### src/design/ckr_pkg.sv
package ckr_pkg;
    // ------------------------------------------------------------
    // register offsets
    // ------------------------------------------------------------
    localparam logic [7:0] OUTPUT_SKEW_CONTROL_OFS           = 8'h0a;
    localparam logic [7:0] RECOVERY_N_DIVIDER_OFS            = 8'h0b;
    localparam logic [7:0] RECOVERY_M_DIVIDER_AND_SOURCE_OFS = 8'h0c;
    localparam logic [7:0] PROGRAMMABLE_N_DIVIDER_OFS        = 8'h0d;

    // ------------------------------------------------------------
    // reset values
    // ------------------------------------------------------------
    localparam logic [7:0] OUTPUT_SKEW_CONTROL_RST           = 8'h00;
    localparam logic [7:0] RECOVERY_N_DIVIDER_RST            = 8'h00;
    localparam logic [7:0] RECOVERY_M_DIVIDER_AND_SOURCE_RST = 8'h00;
    localparam logic [7:0] PROGRAMMABLE_N_DIVIDER_RST        = 8'h00;
    localparam logic [7:0] UNMAPPED_READ_VAL                 = 8'h00;

    // ------------------------------------------------------------
    // field positions
    // ------------------------------------------------------------
    localparam int CPU_SKEW_LSB   = 5;
    localparam int CPU_SKEW_W     = 3;
    localparam int GFX_SKEW_LSB   = 0;
    localparam int GFX_SKEW_W     = 2;
    localparam int REC_SRC_BIT    = 7;
    localparam int N_W            = 8;
    localparam int M_W            = 7;
    localparam int RATIO_W        = 5;
    localparam logic [7:0] SKEW_WRITE_MASK = 8'he3;

    // ------------------------------------------------------------
    // programmable frequency span and sampling
    // ------------------------------------------------------------
    localparam int FREQ_MIN_MHZ   = 50;
    localparam int FREQ_MAX_MHZ   = 248;
    localparam int SYNC_STAGES    = 2;

    // ------------------------------------------------------------
    // output frequency modes
    // ------------------------------------------------------------
    typedef enum logic [1:0] {
        CKR_MODE_STRAP,
        CKR_MODE_PROG,
        CKR_MODE_RECOVERY
    } ckr_mode_e;
endpackage : ckr_pkg

### src/design/ckr_sync.sv
`timescale 1ns/1ps
module ckr_sync
    import ckr_pkg::*;
#(
    parameter int WIDTH = 1
) (
    // clock and reset
    input  wire logic             mclk,
    input  wire logic             rst,
    // data
    input  wire logic [WIDTH-1:0] async_in,
    output logic      [WIDTH-1:0] sync_out
);
    // width check at elaboration
    if (WIDTH < 1) begin : g_width_chk
        $error("ckr_sync: WIDTH must be at least 1");
    end

    logic [WIDTH-1:0] stage1_r;
    logic [WIDTH-1:0] stage2_r;

    // two-flop synchroniser, first stage read only by second
    always_ff @(posedge mclk or posedge rst) begin
        if (rst) begin
            stage1_r <= '0;
            stage2_r <= '0;
        end else begin
            stage1_r <= async_in;
            stage2_r <= stage1_r;
        end
    end

    assign sync_out = stage2_r;
endmodule : ckr_sync

### src/design/ckr_freq_regs.sv
`timescale 1ns/1ps
// Function
// (RL1) cpu skew code: 000 nominal, 001-011 earlier, 100-111 later in 150 ps steps.
// (RL2) graphics skew code: 00 nominal, 01 -150, 10 +150, 11 +300 ps.
// (RL3) recovery source bit: 0 uses latched straps, 1 uses recovery n and m.
// (RL4) watchdog time-out switches cpu output to recovery frequency automatically.
// (RL5) source bit set: recovery frequency from 8-bit n and 7-bit m.
// (RL6) frequency ratio from straps unless override set, then from software select.
// (RL7) programmable span 50 to 248 mhz; software keeps n and m inside it.
// (RL8) writing recovery n or recovery m alone starts a frequency change.
// (RL9) host should write recovery n and m in one word or block write.
// (RL10) programmable enable set: cpu frequency from programmable n and m.
// (RL11) only a programmable m write loads new frequency; n write alone does not.
// (RL12) after time-out lock in recovery, ignore frequency writes until run bit cleared.
// (RL13) programmable enable clear: programmed n and m never set cpu frequency.
// (RL14) time-out event arrives from external watchdog counter and applies recovery.
module ckr_freq_regs
    import ckr_pkg::*;
(
    // clock and reset
    input  wire logic               mclk,
    input  wire logic               rst,
    // register port from serial engine, on its own clock
    input  wire logic               smb_clk,
    input  wire logic               smb_wr_en,
    input  wire logic [7:0]         smb_addr,
    input  wire logic [7:0]         smb_wdata,
    output logic      [7:0]         smb_rdata,
    output logic                    smb_hit,
    // neighbouring control bits and events, same clock
    input  wire logic               watchdog_timeout,
    input  wire logic               watchdog_run_bit,
    input  wire logic               prog_freq_enable,
    input  wire logic [M_W-1:0]     prog_m_value,
    input  wire logic               prog_m_wr,
    input  wire logic               strap_override,
    input  wire logic [RATIO_W-1:0] strap_freq_select,
    input  wire logic [RATIO_W-1:0] sw_freq_select,
    // synthesizer controls
    output logic [CPU_SKEW_W-1:0]   cpu_clock_skew,
    output logic [GFX_SKEW_W-1:0]   graphics_clock_skew,
    output logic [RATIO_W-1:0]      ratio_select,
    output logic                    freq_from_nm,
    output logic [N_W-1:0]          freq_n,
    output logic [M_W-1:0]          freq_m,
    output logic                    freq_load,
    output logic                    recovery_locked
);
    // ------------------------------------------------------------
    // register port crossing
    // ------------------------------------------------------------
    logic        smb_clk_s;
    logic        smb_wr_s;
    logic [7:0]  smb_addr_s;
    logic [7:0]  smb_wdata_s;
    logic        smb_clk_d_r;

    ckr_sync #(.WIDTH(18)) u_sync (
        .mclk     (mclk),
        .rst      (rst),
        .async_in ({smb_clk, smb_wr_en, smb_addr, smb_wdata}),
        .sync_out ({smb_clk_s, smb_wr_s, smb_addr_s, smb_wdata_s})
    );

    // previous synced link clock for edge finding
    always_ff @(posedge mclk or posedge rst) begin
        if (rst) begin
            smb_clk_d_r <= 1'b0;
        end else begin
            smb_clk_d_r <= smb_clk_s;
        end
    end

    logic wr_stb;
    assign wr_stb = smb_clk_s & ~smb_clk_d_r & smb_wr_s;

    // address match helper
    function automatic logic hit_at(input logic [7:0] a, input logic [7:0] ofs);
        hit_at = (a == ofs);
    endfunction : hit_at

    logic wr_skew;
    logic wr_rec_n;
    logic wr_rec_m;
    logic wr_prog_n;
    assign wr_skew   = wr_stb & hit_at(smb_addr_s, OUTPUT_SKEW_CONTROL_OFS);
    assign wr_rec_n  = wr_stb & hit_at(smb_addr_s, RECOVERY_N_DIVIDER_OFS);
    assign wr_rec_m  = wr_stb & hit_at(smb_addr_s, RECOVERY_M_DIVIDER_AND_SOURCE_OFS);
    assign wr_prog_n = wr_stb & hit_at(smb_addr_s, PROGRAMMABLE_N_DIVIDER_OFS);

    // ------------------------------------------------------------
    // register bank
    // ------------------------------------------------------------
    logic [7:0] skew_r, skew_nxt;
    logic [7:0] rec_n_r, rec_n_nxt;
    logic [7:0] rec_m_r, rec_m_nxt;
    logic [7:0] prog_n_r, prog_n_nxt;
    logic       locked_r, locked_nxt;
    logic [7:0] rdata_r, rdata_nxt;
    logic       hit_r, hit_nxt;

    // next register values, frequency bytes frozen while locked
    always_comb begin
        skew_nxt   = skew_r;
        rec_n_nxt  = rec_n_r;
        rec_m_nxt  = rec_m_r;
        prog_n_nxt = prog_n_r;
        if (wr_skew) begin
            skew_nxt = smb_wdata_s & SKEW_WRITE_MASK; // reserved bits stay zero
        end
        if (wr_rec_n && !locked_r) begin // RL12
            rec_n_nxt = smb_wdata_s;
        end
        if (wr_rec_m && !locked_r) begin // RL12
            rec_m_nxt = smb_wdata_s;
        end
        if (wr_prog_n && !locked_r) begin // RL12
            prog_n_nxt = smb_wdata_s;
        end
        // time-out sets lock and wins over the unlock
        if (watchdog_timeout) begin // RL12
            locked_nxt = 1'b1;
        end else if (!watchdog_run_bit) begin
            locked_nxt = 1'b0;
        end else begin
            locked_nxt = locked_r;
        end
        // read mux
        hit_nxt = 1'b1;
        case (smb_addr_s)
            OUTPUT_SKEW_CONTROL_OFS:           rdata_nxt = skew_r;
            RECOVERY_N_DIVIDER_OFS:            rdata_nxt = rec_n_r;
            RECOVERY_M_DIVIDER_AND_SOURCE_OFS: rdata_nxt = rec_m_r;
            PROGRAMMABLE_N_DIVIDER_OFS:        rdata_nxt = prog_n_r;
            default: begin
                rdata_nxt = UNMAPPED_READ_VAL;
                hit_nxt   = 1'b0;
            end
        endcase
    end

    always_ff @(posedge mclk or posedge rst) begin
        if (rst) begin
            skew_r   <= OUTPUT_SKEW_CONTROL_RST;
            rec_n_r  <= RECOVERY_N_DIVIDER_RST;
            rec_m_r  <= RECOVERY_M_DIVIDER_AND_SOURCE_RST;
            prog_n_r <= PROGRAMMABLE_N_DIVIDER_RST;
            locked_r <= 1'b0;
            rdata_r  <= UNMAPPED_READ_VAL;
            hit_r    <= 1'b0;
        end else begin
            skew_r   <= skew_nxt;
            rec_n_r  <= rec_n_nxt;
            rec_m_r  <= rec_m_nxt;
            prog_n_r <= prog_n_nxt;
            locked_r <= locked_nxt;
            rdata_r  <= rdata_nxt;
            hit_r    <= hit_nxt;
        end
    end

    // ------------------------------------------------------------
    // frequency target selection
    // ------------------------------------------------------------
    logic             rec_src;
    ckr_mode_e        mode_r, mode_nxt;
    logic [N_W-1:0]   n_r, n_nxt;
    logic [M_W-1:0]   m_r, m_nxt;
    logic             nm_r, nm_nxt;
    logic             load_r, load_nxt;
    logic [RATIO_W-1:0] ratio_r, ratio_nxt;

    assign rec_src = rec_m_r[REC_SRC_BIT]; // RL3

    // picks the active source and raises a load pulse on retarget
    always_comb begin
        mode_nxt = mode_r;
        n_nxt    = n_r;
        m_nxt    = m_r;
        nm_nxt   = nm_r;
        load_nxt = 1'b0;
        // strap ratio unless overridden by software select
        ratio_nxt = strap_override ? sw_freq_select : strap_freq_select; // RL6
        if (watchdog_timeout) begin // RL4 RL14
            mode_nxt = CKR_MODE_RECOVERY;
            n_nxt    = rec_n_r; // RL5
            m_nxt    = rec_m_r[M_W-1:0];
            nm_nxt   = rec_src; // RL3
            load_nxt = 1'b1;
        end else if (!locked_r) begin // RL12
            case (mode_r)
                CKR_MODE_STRAP, CKR_MODE_RECOVERY: begin
                    if (wr_rec_n || wr_rec_m) begin // RL8
                        mode_nxt = CKR_MODE_RECOVERY;
                        n_nxt    = wr_rec_n ? smb_wdata_s : rec_n_r;
                        m_nxt    = wr_rec_m ? smb_wdata_s[M_W-1:0] : rec_m_r[M_W-1:0];
                        nm_nxt   = wr_rec_m ? smb_wdata_s[REC_SRC_BIT] : rec_src;
                        load_nxt = 1'b1;
                    end else if (prog_m_wr && prog_freq_enable) begin // RL11 RL13
                        mode_nxt = CKR_MODE_PROG;
                        n_nxt    = prog_n_r; // RL10
                        m_nxt    = prog_m_value;
                        nm_nxt   = 1'b1;
                        load_nxt = 1'b1;
                    end
                end
                CKR_MODE_PROG: begin
                    if (!prog_freq_enable) begin // RL13
                        mode_nxt = CKR_MODE_STRAP;
                        nm_nxt   = 1'b0;
                        load_nxt = 1'b1;
                    end else if (prog_m_wr) begin // RL11
                        n_nxt    = prog_n_r; // RL10
                        m_nxt    = prog_m_value;
                        load_nxt = 1'b1;
                    end else if (wr_rec_n || wr_rec_m) begin // RL8
                        mode_nxt = CKR_MODE_RECOVERY;
                        n_nxt    = wr_rec_n ? smb_wdata_s : rec_n_r;
                        m_nxt    = wr_rec_m ? smb_wdata_s[M_W-1:0] : rec_m_r[M_W-1:0];
                        nm_nxt   = wr_rec_m ? smb_wdata_s[REC_SRC_BIT] : rec_src;
                        load_nxt = 1'b1;
                    end
                end
                default: begin
                    mode_nxt = CKR_MODE_STRAP;
                    nm_nxt   = 1'b0;
                end
            endcase
        end
    end

    always_ff @(posedge mclk or posedge rst) begin
        if (rst) begin
            mode_r  <= CKR_MODE_STRAP;
            n_r     <= '0;
            m_r     <= '0;
            nm_r    <= 1'b0;
            load_r  <= 1'b0;
            ratio_r <= '0;
        end else begin
            mode_r  <= mode_nxt;
            n_r     <= n_nxt;
            m_r     <= m_nxt;
            nm_r    <= nm_nxt;
            load_r  <= load_nxt;
            ratio_r <= ratio_nxt;
        end
    end

    // ------------------------------------------------------------
    // outputs
    // ------------------------------------------------------------
    assign cpu_clock_skew      = skew_r[CPU_SKEW_LSB +: CPU_SKEW_W]; // RL1
    assign graphics_clock_skew = skew_r[GFX_SKEW_LSB +: GFX_SKEW_W]; // RL2
    assign ratio_select        = ratio_r;
    assign freq_from_nm        = nm_r;
    assign freq_n              = n_r; // RL7 span kept by software
    assign freq_m              = m_r;
    assign freq_load           = load_r;
    assign recovery_locked     = locked_r;
    assign smb_rdata           = rdata_r;
    assign smb_hit             = hit_r;
endmodule : ckr_freq_regs

### config.mk
export PLATFORM = sky130hd
export DESIGN_NAME = ckr_freq_regs
export DESIGN_NICKNAME = d
export VERILOG_FILES = /design/src/design/ckr_pkg.sv /design/src/design/ckr_sync.sv /design/src/design/ckr_freq_regs.sv
export SDC_FILE = /design/constraint.sdc
export NUM_CORES = 1
export LEC_CHECK = 0
export BUFFER_PORTS_ARGS = -buffer_cell sky130_fd_sc_hd__buf_2
export CORE_ASPECT_RATIO = 0.6
export CORE_MARGIN = 5
export CORE_UTILIZATION = 52
export DETAILED_ROUTE_END_ITERATION = 16
export PLACE_DENSITY = 0.75
export SLEW_MARGIN = 5
export SYNTH_ARGS = -nofsm -noshare
export SYNTH_HDL_FRONTEND = slang
export SYNTH_SLANG_ARGS = --single-unit
### constraint.sdc
create_clock -name mclk -period 4 [get_ports mclk]
set_input_delay 0.4 -clock mclk [delete_from_list [all_inputs] [get_ports mclk]]
set_output_delay 0.4 -clock mclk [all_outputs]
set_load 0.05 [all_outputs]
# Word-level counts from Yosys, hierarchy flattened
# Cells that the tools add are included.
# word_totals
ff_bits	100
input_bits	42
out_inout_bits	37
# classes
n_eq_ne	13
muxes	48
bitwise	7
reduce_logical	12
# op_table
operator	n
$mux 8	8
$mux 7	8
$eq 8x4->1 const B	4
$pmux 8 s4	1
$mux 1	18
$ne 4x4->1 const B	4
$pmux 8 s2	1
$mux 2	7
$pmux 7 s2	1
$and 1x1->1	6
$mux 5	1
$reduce_and 5->1	1
$logic_and 1x1->1	4
$ne 2x2->1 const B	2
$pmux 1 s2	2
$pmux 2 s2	1
$reduce_and 4->1	1
$reduce_or 4->1	1
$ne 3x3->1 const B	1
$reduce_bool 3->1	1
$eq 2x1->1 const B	1
$eq 2x2->1 const B	1
$logic_not 2->1	1
$reduce_or 2->1	1
3 further kinds	3

# Depth between registers and ports, before layout
# Gate-level depths: netlist of the first run.
# depth
word_depth	11
ltp_mapped	9
depth_no_buf	6

# Hierarchy
# Synthesis of the first run repeated with hierarchy kept, for this count alone.
# hier_totals
hier_cells	318
area_unflattened_um2	4169.0
# modules_own_cells
module	n_inst	cells_each	area_per_inst_um2	seq_area_each_um2
ckr_freq_regs	1	281	3264.4	1601.5
ckr_sync	1	37	904.6	900.9

# Least setup slack after synthesis of the first run
# Ideal clock, no wire load.
# synth_timing
kind	register -> register
from	register u_sync.stage2_r[12] (netlist: u_sync.sync_out[12])
to	register prog_n_r[0]
arrival_time_ps	1942
t_required_ps	3873
slack_ps	1931
stages_incl_launch_ff	8
period_less_slack_ps	2069
cell_sequence	dfrtp_1 nor4b_4 and2_1 and4b_1 buf_4 and2b_1 buf_4 mux2_1
# synth_between
elab_chain_cells	3
# synth_rtl
element	line	rtl
start, declared	ckr_sync.sv:20	logic [WIDTH-1:0] stage2_r;
start signal, assigned	ckr_sync.sv:29	stage2_r <= stage1_r;
$eq 8x4->1	ckr_freq_regs.sv:79	hit_at = (a == ofs);
$and 1x1->1	ckr_freq_regs.sv:89	assign wr_prog_n = wr_stb & hit_at(smb_addr_s, PROGRAMMABLE_N_DIVIDER_OFS);
$logic_and 1x1->1	ckr_freq_regs.sv:117	if (wr_prog_n && !locked_r) begin
end signal, assigned	ckr_freq_regs.sv:155	prog_n_r <= prog_n_nxt;
end, declared	ckr_freq_regs.sv:97	logic [7:0] prog_n_r, prog_n_nxt;
# No other way between the ends.
# A chain may end at the register's enable or synchronous reset.

# Final worst setup path of the first run
# layout_timing
from	register u_sync.stage2_r[12] (netlist: u_sync.sync_out[12])
to	register prog_n_r[1]
# Same word-level chain as after synthesis.

==> impl_metrics.py, run 1 <==
metrics = {
    "clocking": {
        "ctsHoldBuffers": 0,
        "clock_sinks": 100,
        "tritoncts": "built",
        "clock_latency_ns": 0.34,
        "cts-root-buf": "clkbuf_16",
        "post_cts_resized": 0,
        "htree_levels": 3,
        "cts_buffers": 9,
        "path_clk_slew_ns": 0.06,
        "cts_buffer_depth": 2,
        "cts_setup_buffers": 0,
    },
    "logic_synthesis": {
        "yosysSeqAreaShare_pct": 60.9,
        "ys.flop_type": "dfrtp_1",
        "synth-edff-count": 0,
        "yosysWarnings": 0,
        "synth_cells": 316,
        "synth_area_leaders": "dfrtp_1 61%, mux2_2 4.9%, mux2i_1 4.1%, o221a_1 2.7%, a21oi_1 2.3%",
        "yosys.area.top_type_share_pct": 60.9,
        "syn_nets": 358,
        "synth_top_area_cell": "dfrtp_1",
        "synthArstFlopShare_pct": 100,
        "yosysUniqueCellTypes": 53,
        "synth-seq-cells": 100,
        "syn_area_um2": 4110,
        "syn_avg_cell_area_um2": 13.0,
    },
    "power": {
        "ir_worst_vdd_mv": 0.337,
        "clockPowerShare_pct": 40.3,
        "p_per_area_nw_per_um2": 433,
        "cellLeakagePower_uw": 0.00239,
        "p_total_uw": 2110,
        "p_int_uw": 1590,
        "p_comb_share_pct": 8.5,
        "p_switching_uw": 517,
        "pwr-share-seq_pct": 51.2,
        "p_sw_share_pct": 24.5,
    },
    "timing": {
        "max_freq_mhz": 405,
        "min_period_ns": 2.47,
        "finalSetupViolCount": 0,
        "finalCritPeriodShare_pct": 61.8,
        "drv_slew": 0,
        "tightestPinTransition_ns": 0.812,
        "holdWs_ns": 0.160,
        "rsz0062_at_grt": "no",
        "tns_ns": 0,
        "hold_viol_final": 0,
        "final.setup.worst_slack_ns": 1.53,
        "relSlewSlack_pct": 45.7,
        "finClkSkew_ns": 0.00669,
    },
    "placed_design": {
        "hpwl_mm": 6.85,
        "preCtsSetupSlack_ns": 1.54,
        "io_buffers": 78,
        "gp_congestion": 0.896,
    },
    "final_layout": {
        "diodes": 0,
        "drive_gt1_share_pct": 31.6,
        "finish.utilization_pct": 62.5,
        "syn_to_final_growth_pct": 18.6,
        "fin_nets": 434,
        "layout_common_cells": "100 x dfrtp_1, 78 x buf_2, 21 x nor2_1",
        "layout_commonest_cell": "dfrtp_1",
    },
    "global_route": {
        "grt_pass1_vias": 2889,
        "grt_max_degree": 68,
        "grt.total_usage_pct": 20.7,
        "antenna_found_initial": 0,
        "grt_pass1_wl_mm": 15.5,
        "grt_overflow": 0,
    },
    "setup_path": {
        "rr_startpoint": "u_sync.sync_out[12]",
        "r2r_end": "prog_n_r[1]",
        "cp_max_fo": 9,
        "crit_path_end_kind": "flop",
        "cp.required_ns": 4.22,
        "cp_data_arrival_time_ns": 2.69,
        "start_kind": "flop",
        "regToRegSetupSlack_ns": 1.53,
        "r2r_cells": 5,
        "path_class": "flop to flop",
    },
    "floorplan": {
        "die_x_um": 125,
        "die_h_um": 78.8,
        "core_area_um2": 7790,
        "start_util_pct": 52.7,
        "floorplan.rows": 25,
        "io_pins": 79,
        "dieArea_um2": 9830,
    },
    "hold_path": {
        "whs_path_depth": 1,
        "min_to": "u_sync.stage1_r[5]",
        "holdCritStartpoint": "smb_wdata[5]",
        "hp-class": "primary input to flop",
    },
    "route": {
        "drc": 0,
        "wl_per_cell_um": 18.8,
        "route.met2.wl_mm": 3.83,
        "wl_met1_mm": 4.65,
        "wirelength_mm": 9.48,
        "vias_per_cell": 5.74,
        "top_layer_used": "met4",
        "vias": 2893,
        "drt-initial-drc-count": 257,
        "dr.pass1.iters": 4,
        "met3_length_um": 875,
        "ant_nets": 0,
    },
    "flow_run": {
        "maxCapViolations": 0,
    },
    "status": {
        "outcome": "complete, no violations",
    },
}
==> state kept, by name (all words and copies together), names as in the netlist <==
name             flops
rec_n_r              8
smb_hit              1
u_sync.sync_out     18
prog_n_r             8
freq_m               7
freq_from_nm         1
recovery_locked      1
ratio_select         5
skew_r               5
mode_r               2
rec_m_r              8
freq_load            1
freq_n               8
u_sync.stage1_r     18
smb_rdata            8
smb_clk_d_r          1
==> power groups by stage <==
stage | sequential, uW | combinational, uW | clock, uW
finish | 1080 | 179 | 848
CTS | 1080 | 182 | 870
floorplan | 1140 | 75.2 | 0
global route | 1080 | 196 | 916
detailed placement | 1100 | 181 | 0
global placement | 1100 | 177 | 0
==> final cells by class <==
class,count,area (um^2)
flip-flops and latches,100,2500
inverters,6,25.0
clock buffers,10,229
clock inverters,5,61.3
fillers,630,2920
repair buffers,80,405
well taps,108,135
multi-input cells,195,1510
==> critical path, cell delays in order (launching register included) <==
cell and delay, ns:
dfrtp_1 0.39, nor4b_4 0.46, and2_1 0.30, and4b_1 0.41
and2b_1 0.41, mux2_1 0.37
==> how the worst max path moves through the flow <==
stage / from / end / cells past startpoint
5_1_grt: u_sync.sync_out[12] / prog_n_r[1] / 5
3_3_place_gp: u_sync.sync_out[8] / freq_n[4] / 5
3_5_place_dp: u_sync.sync_out[12] / prog_n_r[1] / 5
2_1_floorplan: rst / freq_from_nm / 1
6_report: u_sync.sync_out[12] / prog_n_r[1] / 5
4_1_cts: u_sync.sync_out[12] / prog_n_r[1] / 5
==> cell usage after synthesis, types with 3 or more instances <==
library cell and number:
nand3_1 4, a22oi_1 9, o21ai_0 7, dfrtp_1 100, nor2_1 21, a221o_1 5, inv_1 6, a32oi_1 3
o22ai_1 3, nand2_1 12, a21oi_1 19, mux2_1 8, mux2_2 18, clkbuf_1 8, a21o_1 3, a31oi_1 3
buf_2 3, o22a_1 7, mux2i_1 17, o221a_1 10, nand2b_1 13
==> per-layer routing <==
| layer | up-vias | track usage, % |
|---|---|---|
| li1 | 1323 | - |
| met1 | 1426 | 31.5 |
| met2 | 132 | 27.3 |
| met3 | 12 | 7.06 |
| met4 | 0 | 6.78 |
| met5 | - | 0 |
==> stage by stage <==
stage | cell area, um^2 | cells
2_1_floorplan | 4110 | 316
3_3_place_gp | 4580 | 489
3_5_place_dp | 4580 | 489
4_1_cts | 4870 | 504
5_1_grt | 4870 | 504
6_report | 4870 | 504
==> cell families (layout without fill, tap and decap cells) <==
group / after synthesis / after routing / share of synthesized area (%)
DFF: 100 / 100 / 60.9
AOI/OAI and AO/OA: 82 / 82 / 15.5
and+or+nand+nor: 69 / 69 / 9.84
muxes: 43 / 43 / 11.3
buffers and inverters: 21 / 101 / 2.25
xor gates and xnor gates: 1 / 1 / 0.213
No activity file was read; power rests on OpenSTA's default activity.
==> run 2: changes to the inputs <==
--- a/config.mk
+++ b/config.mk
@@ -8,9 +8,9 @@
 export BUFFER_PORTS_ARGS = -buffer_cell sky130_fd_sc_hd__buf_2
 export CORE_ASPECT_RATIO = 0.6
 export CORE_MARGIN = 5
-export CORE_UTILIZATION = 52
+export CORE_UTILIZATION = 49
 export DETAILED_ROUTE_END_ITERATION = 16
-export PLACE_DENSITY = 0.75
+export PLACE_DENSITY = 0.74
 export SLEW_MARGIN = 5
 export SYNTH_ARGS = -nofsm -noshare
 export SYNTH_HDL_FRONTEND = slang
==> constraint.sdc (replaced) <==
create_clock -name mclk -period 2.1 [get_ports mclk]
set_input_delay 0.21 -clock mclk [delete_from_list [all_inputs] [get_ports mclk]]
set_output_delay 0.21 -clock mclk [all_outputs]
set_load 0.05 [all_outputs]
==> impl_metrics.py, run 2 (synthesis results as in run 1) <==
metrics = {
    "status": {
        "outcome": "complete, no violations",
    },
    "final_layout": {
        "diodes": 0,
        "drive_gt1_share_pct": 34.9,
        "layout_common_cells": "98 x dfrtp_1, 78 x buf_2, 21 x nor2_1",
        "final_cells": 544,
        "layout_commonest_cell": "dfrtp_1",
        "fin_nets": 473,
        "syn_to_final_growth_pct": 28.7,
        "n_fill_cell": 624,
        "finish.utilization_pct": 66.0,
    },
    "setup_path": {
        "cp_common_cell": "buf_4",
        "slowest_stage": "a2111oi_0",
        "cp_max_fo": 5,
        "critPathBufInv": 2,
        "r2r_end": "freq_m[6]",
        "cp.required_ns": 2.32,
        "path_class": "flop to flop",
        "r2r_cells": 8,
        "crit_path_end_kind": "flop",
        "rr_startpoint": "u_sync.sync_out[14]",
        "cpLargestDelayFamily": "compound AO/OA/AOI/OAI gates",
        "slowest_delay_ns": 0.53,
        "crit_chain": "nor4b_4 > buf_4 > buf_4 > nand3_2 > a2111oi_0 > a21oi_1 > o311ai_1 > o21ai_0",
        "cp_data_arrival_time_ns": 2.22,
        "regToRegSetupSlack_ns": 0.11,
        "start_kind": "flop",
    },
    "timing": {
        "hold_viol_final": 0,
        "tightestPinTransition_ns": 0.534,
        "relSlewSlack_pct": 63.5,
        "drv_slew": 0,
        "final.setup.worst_slack_ns": 0.105,
        "finalCritPeriodShare_pct": 95.0,
        "finalSetupViolCount": 0,
        "min_period_ns": 1.99,
        "max_freq_mhz": 501,
        "finClkSkew_ns": 0.00636,
    },
    "floorplan": {
        "die_x_um": 128,
        "core_area_um2": 8010,
        "die_h_um": 80.9,
        "dieArea_um2": 10400,
        "floorplan.rows": 25,
        "io_pins": 79,
        "start_util_pct": 51.3,
    },
    "global_route": {
        "grt.total_usage_pct": 20.1,
        "grt_pass1_wl_mm": 15.8,
        "grt_overflow": 0,
        "antenna_found_initial": 0,
        "grt_pass1_vias": 2989,
        "grt_max_degree": 43,
    },
    "clocking": {
        "tritoncts": "built",
        "cts_buffers": 9,
        "htree_levels": 3,
        "cts-root-buf": "clkbuf_16",
        "clock_sinks": 100,
        "clock_latency_ns": 0.35,
        "path_clk_slew_ns": 0.07,
        "cts_buffer_depth": 2,
    },
    "hold_path": {
        "whs_path_depth": 2,
        "min_to": "recovery_locked",
        "holdCritStartpoint": "watchdog_run_bit",
        "hp-class": "primary input to flop",
    },
    "power": {
        "p_int_uw": 3090,
        "p_sw_share_pct": 25.1,
        "cellLeakagePower_uw": 0.00258,
        "clockPowerShare_pct": 40.5,
        "ir_worst_vdd_mv": 0.643,
        "p_comb_share_pct": 9.7,
        "p_per_area_nw_per_um2": 780,
        "p_switching_uw": 1030,
        "p_total_uw": 4120,
        "pwr-share-seq_pct": 49.8,
    },
    "placed_design": {
        "dp.cells": 508,
        "io_buffers": 78,
        "gp_congestion": 0.856,
        "hpwl_mm": 7.03,
        "preCtsSetupSlack_ns": 0.0176,
    },
    "route": {
        "wl_per_cell_um": 17.9,
        "wirelength_mm": 9.75,
        "ant_nets": 0,
        "vias": 3030,
        "vias_per_cell": 5.57,
        "drc": 0,
        "drt-initial-drc-count": 257,
        "dr.pass1.iters": 5,
    },
    "flow_run": {
        "maxCapViolations": 0,
    },
}
==> run 2: cell types whose count changed in the layout (fill, tap and decap cells not counted), sizes merged <==
cell	previous run	this run
clkinvlp	0	2
buf	80	100
inv	7	8
dlygate4sd3	0	19
clkinv	3	1
==> run 2: layer usage <==
layer	global-route usage, %	wire length, um	part of all wire, %
met5	0	0	0
met4	4.77	76	0.78
met3	6.90	1120	11
met2	27.7	3940	40
met1	30.5	4620	47
==> run 2: power groups by stage <==
stage	Combinational (uW)	Sequential [uW]	Clock [uW]
finish	400	2050	1670
global route	436	2060	1780
floorplan	144	2170	0
CTS	400	2050	1700
global placement	365	2080	0
detailed placement	371	2090	0
==> run 2: how the worst max path moves through the flow <==
stage | startpoint | to | slack, ns | depth (start not counted)
finish | u_sync.sync_out[14] | freq_m[6] | 0.11 | 8
global route | u_sync.sync_out[14] | freq_m[3] | -0.01 | 9
CTS | u_sync.sync_out[12] | freq_n[3] | 0.01 | 5
detailed placement | u_sync.sync_out[12] | prog_n_r[4] | 0.02 | 5
global placement | u_sync.sync_out[12] | prog_n_r[0] | 0.09 | 5
floorplan | u_sync.sync_out[12] | prog_n_r[0] | 0.03 | 7
==> run 2: what timing repair did <==
action,4_1_cts,5_1_grt
pin swaps,0,2
setup buffers,0,1
hold endpoints to repair,38,0
setup endpoints to repair,5,24
resized for setup,1,7
hold buffers,19,0
==> run 2: final cells by class <==
cell class	instances	area [um^2]	area share (%)
clock buffers	10	229	4.33
clock inverters	6	71.3	1.35
inverters	6	26.3	0.497
multi-input cells	195	1530	29.0
flip-flops and latches	100	2500	47.4
well taps	108	135	2.56
repair buffers	119	783	14.8
==> run 2: worst register-to-register path, delay by kind of cell, from the launching register on <==
| kind | cells | cell delay, ns |
|---|---|---|
| AOI/OAI and AO/OA | 4 | 0.84 |
| buffers and inverters | 2 | 0.30 |
| DFF | 1 | 0.40 |
| and+or+nand+nor | 2 | 0.33 |
==> run 2: per-stage QoR <==
step | hold WS [ns] | setup TNS (ns) | instance area (um^2)
2_1_floorplan | 0.241 | 0 | 4110
3_3_place_gp | 0.276 | 0 | 4760
3_5_place_dp | 0.272 | 0 | 4760
4_1_cts | 0.0542 | 0 | 5250
5_1_grt | 0.0765 | -0.0132 | 5280
6_report | 0.0618 | 0 | 5280
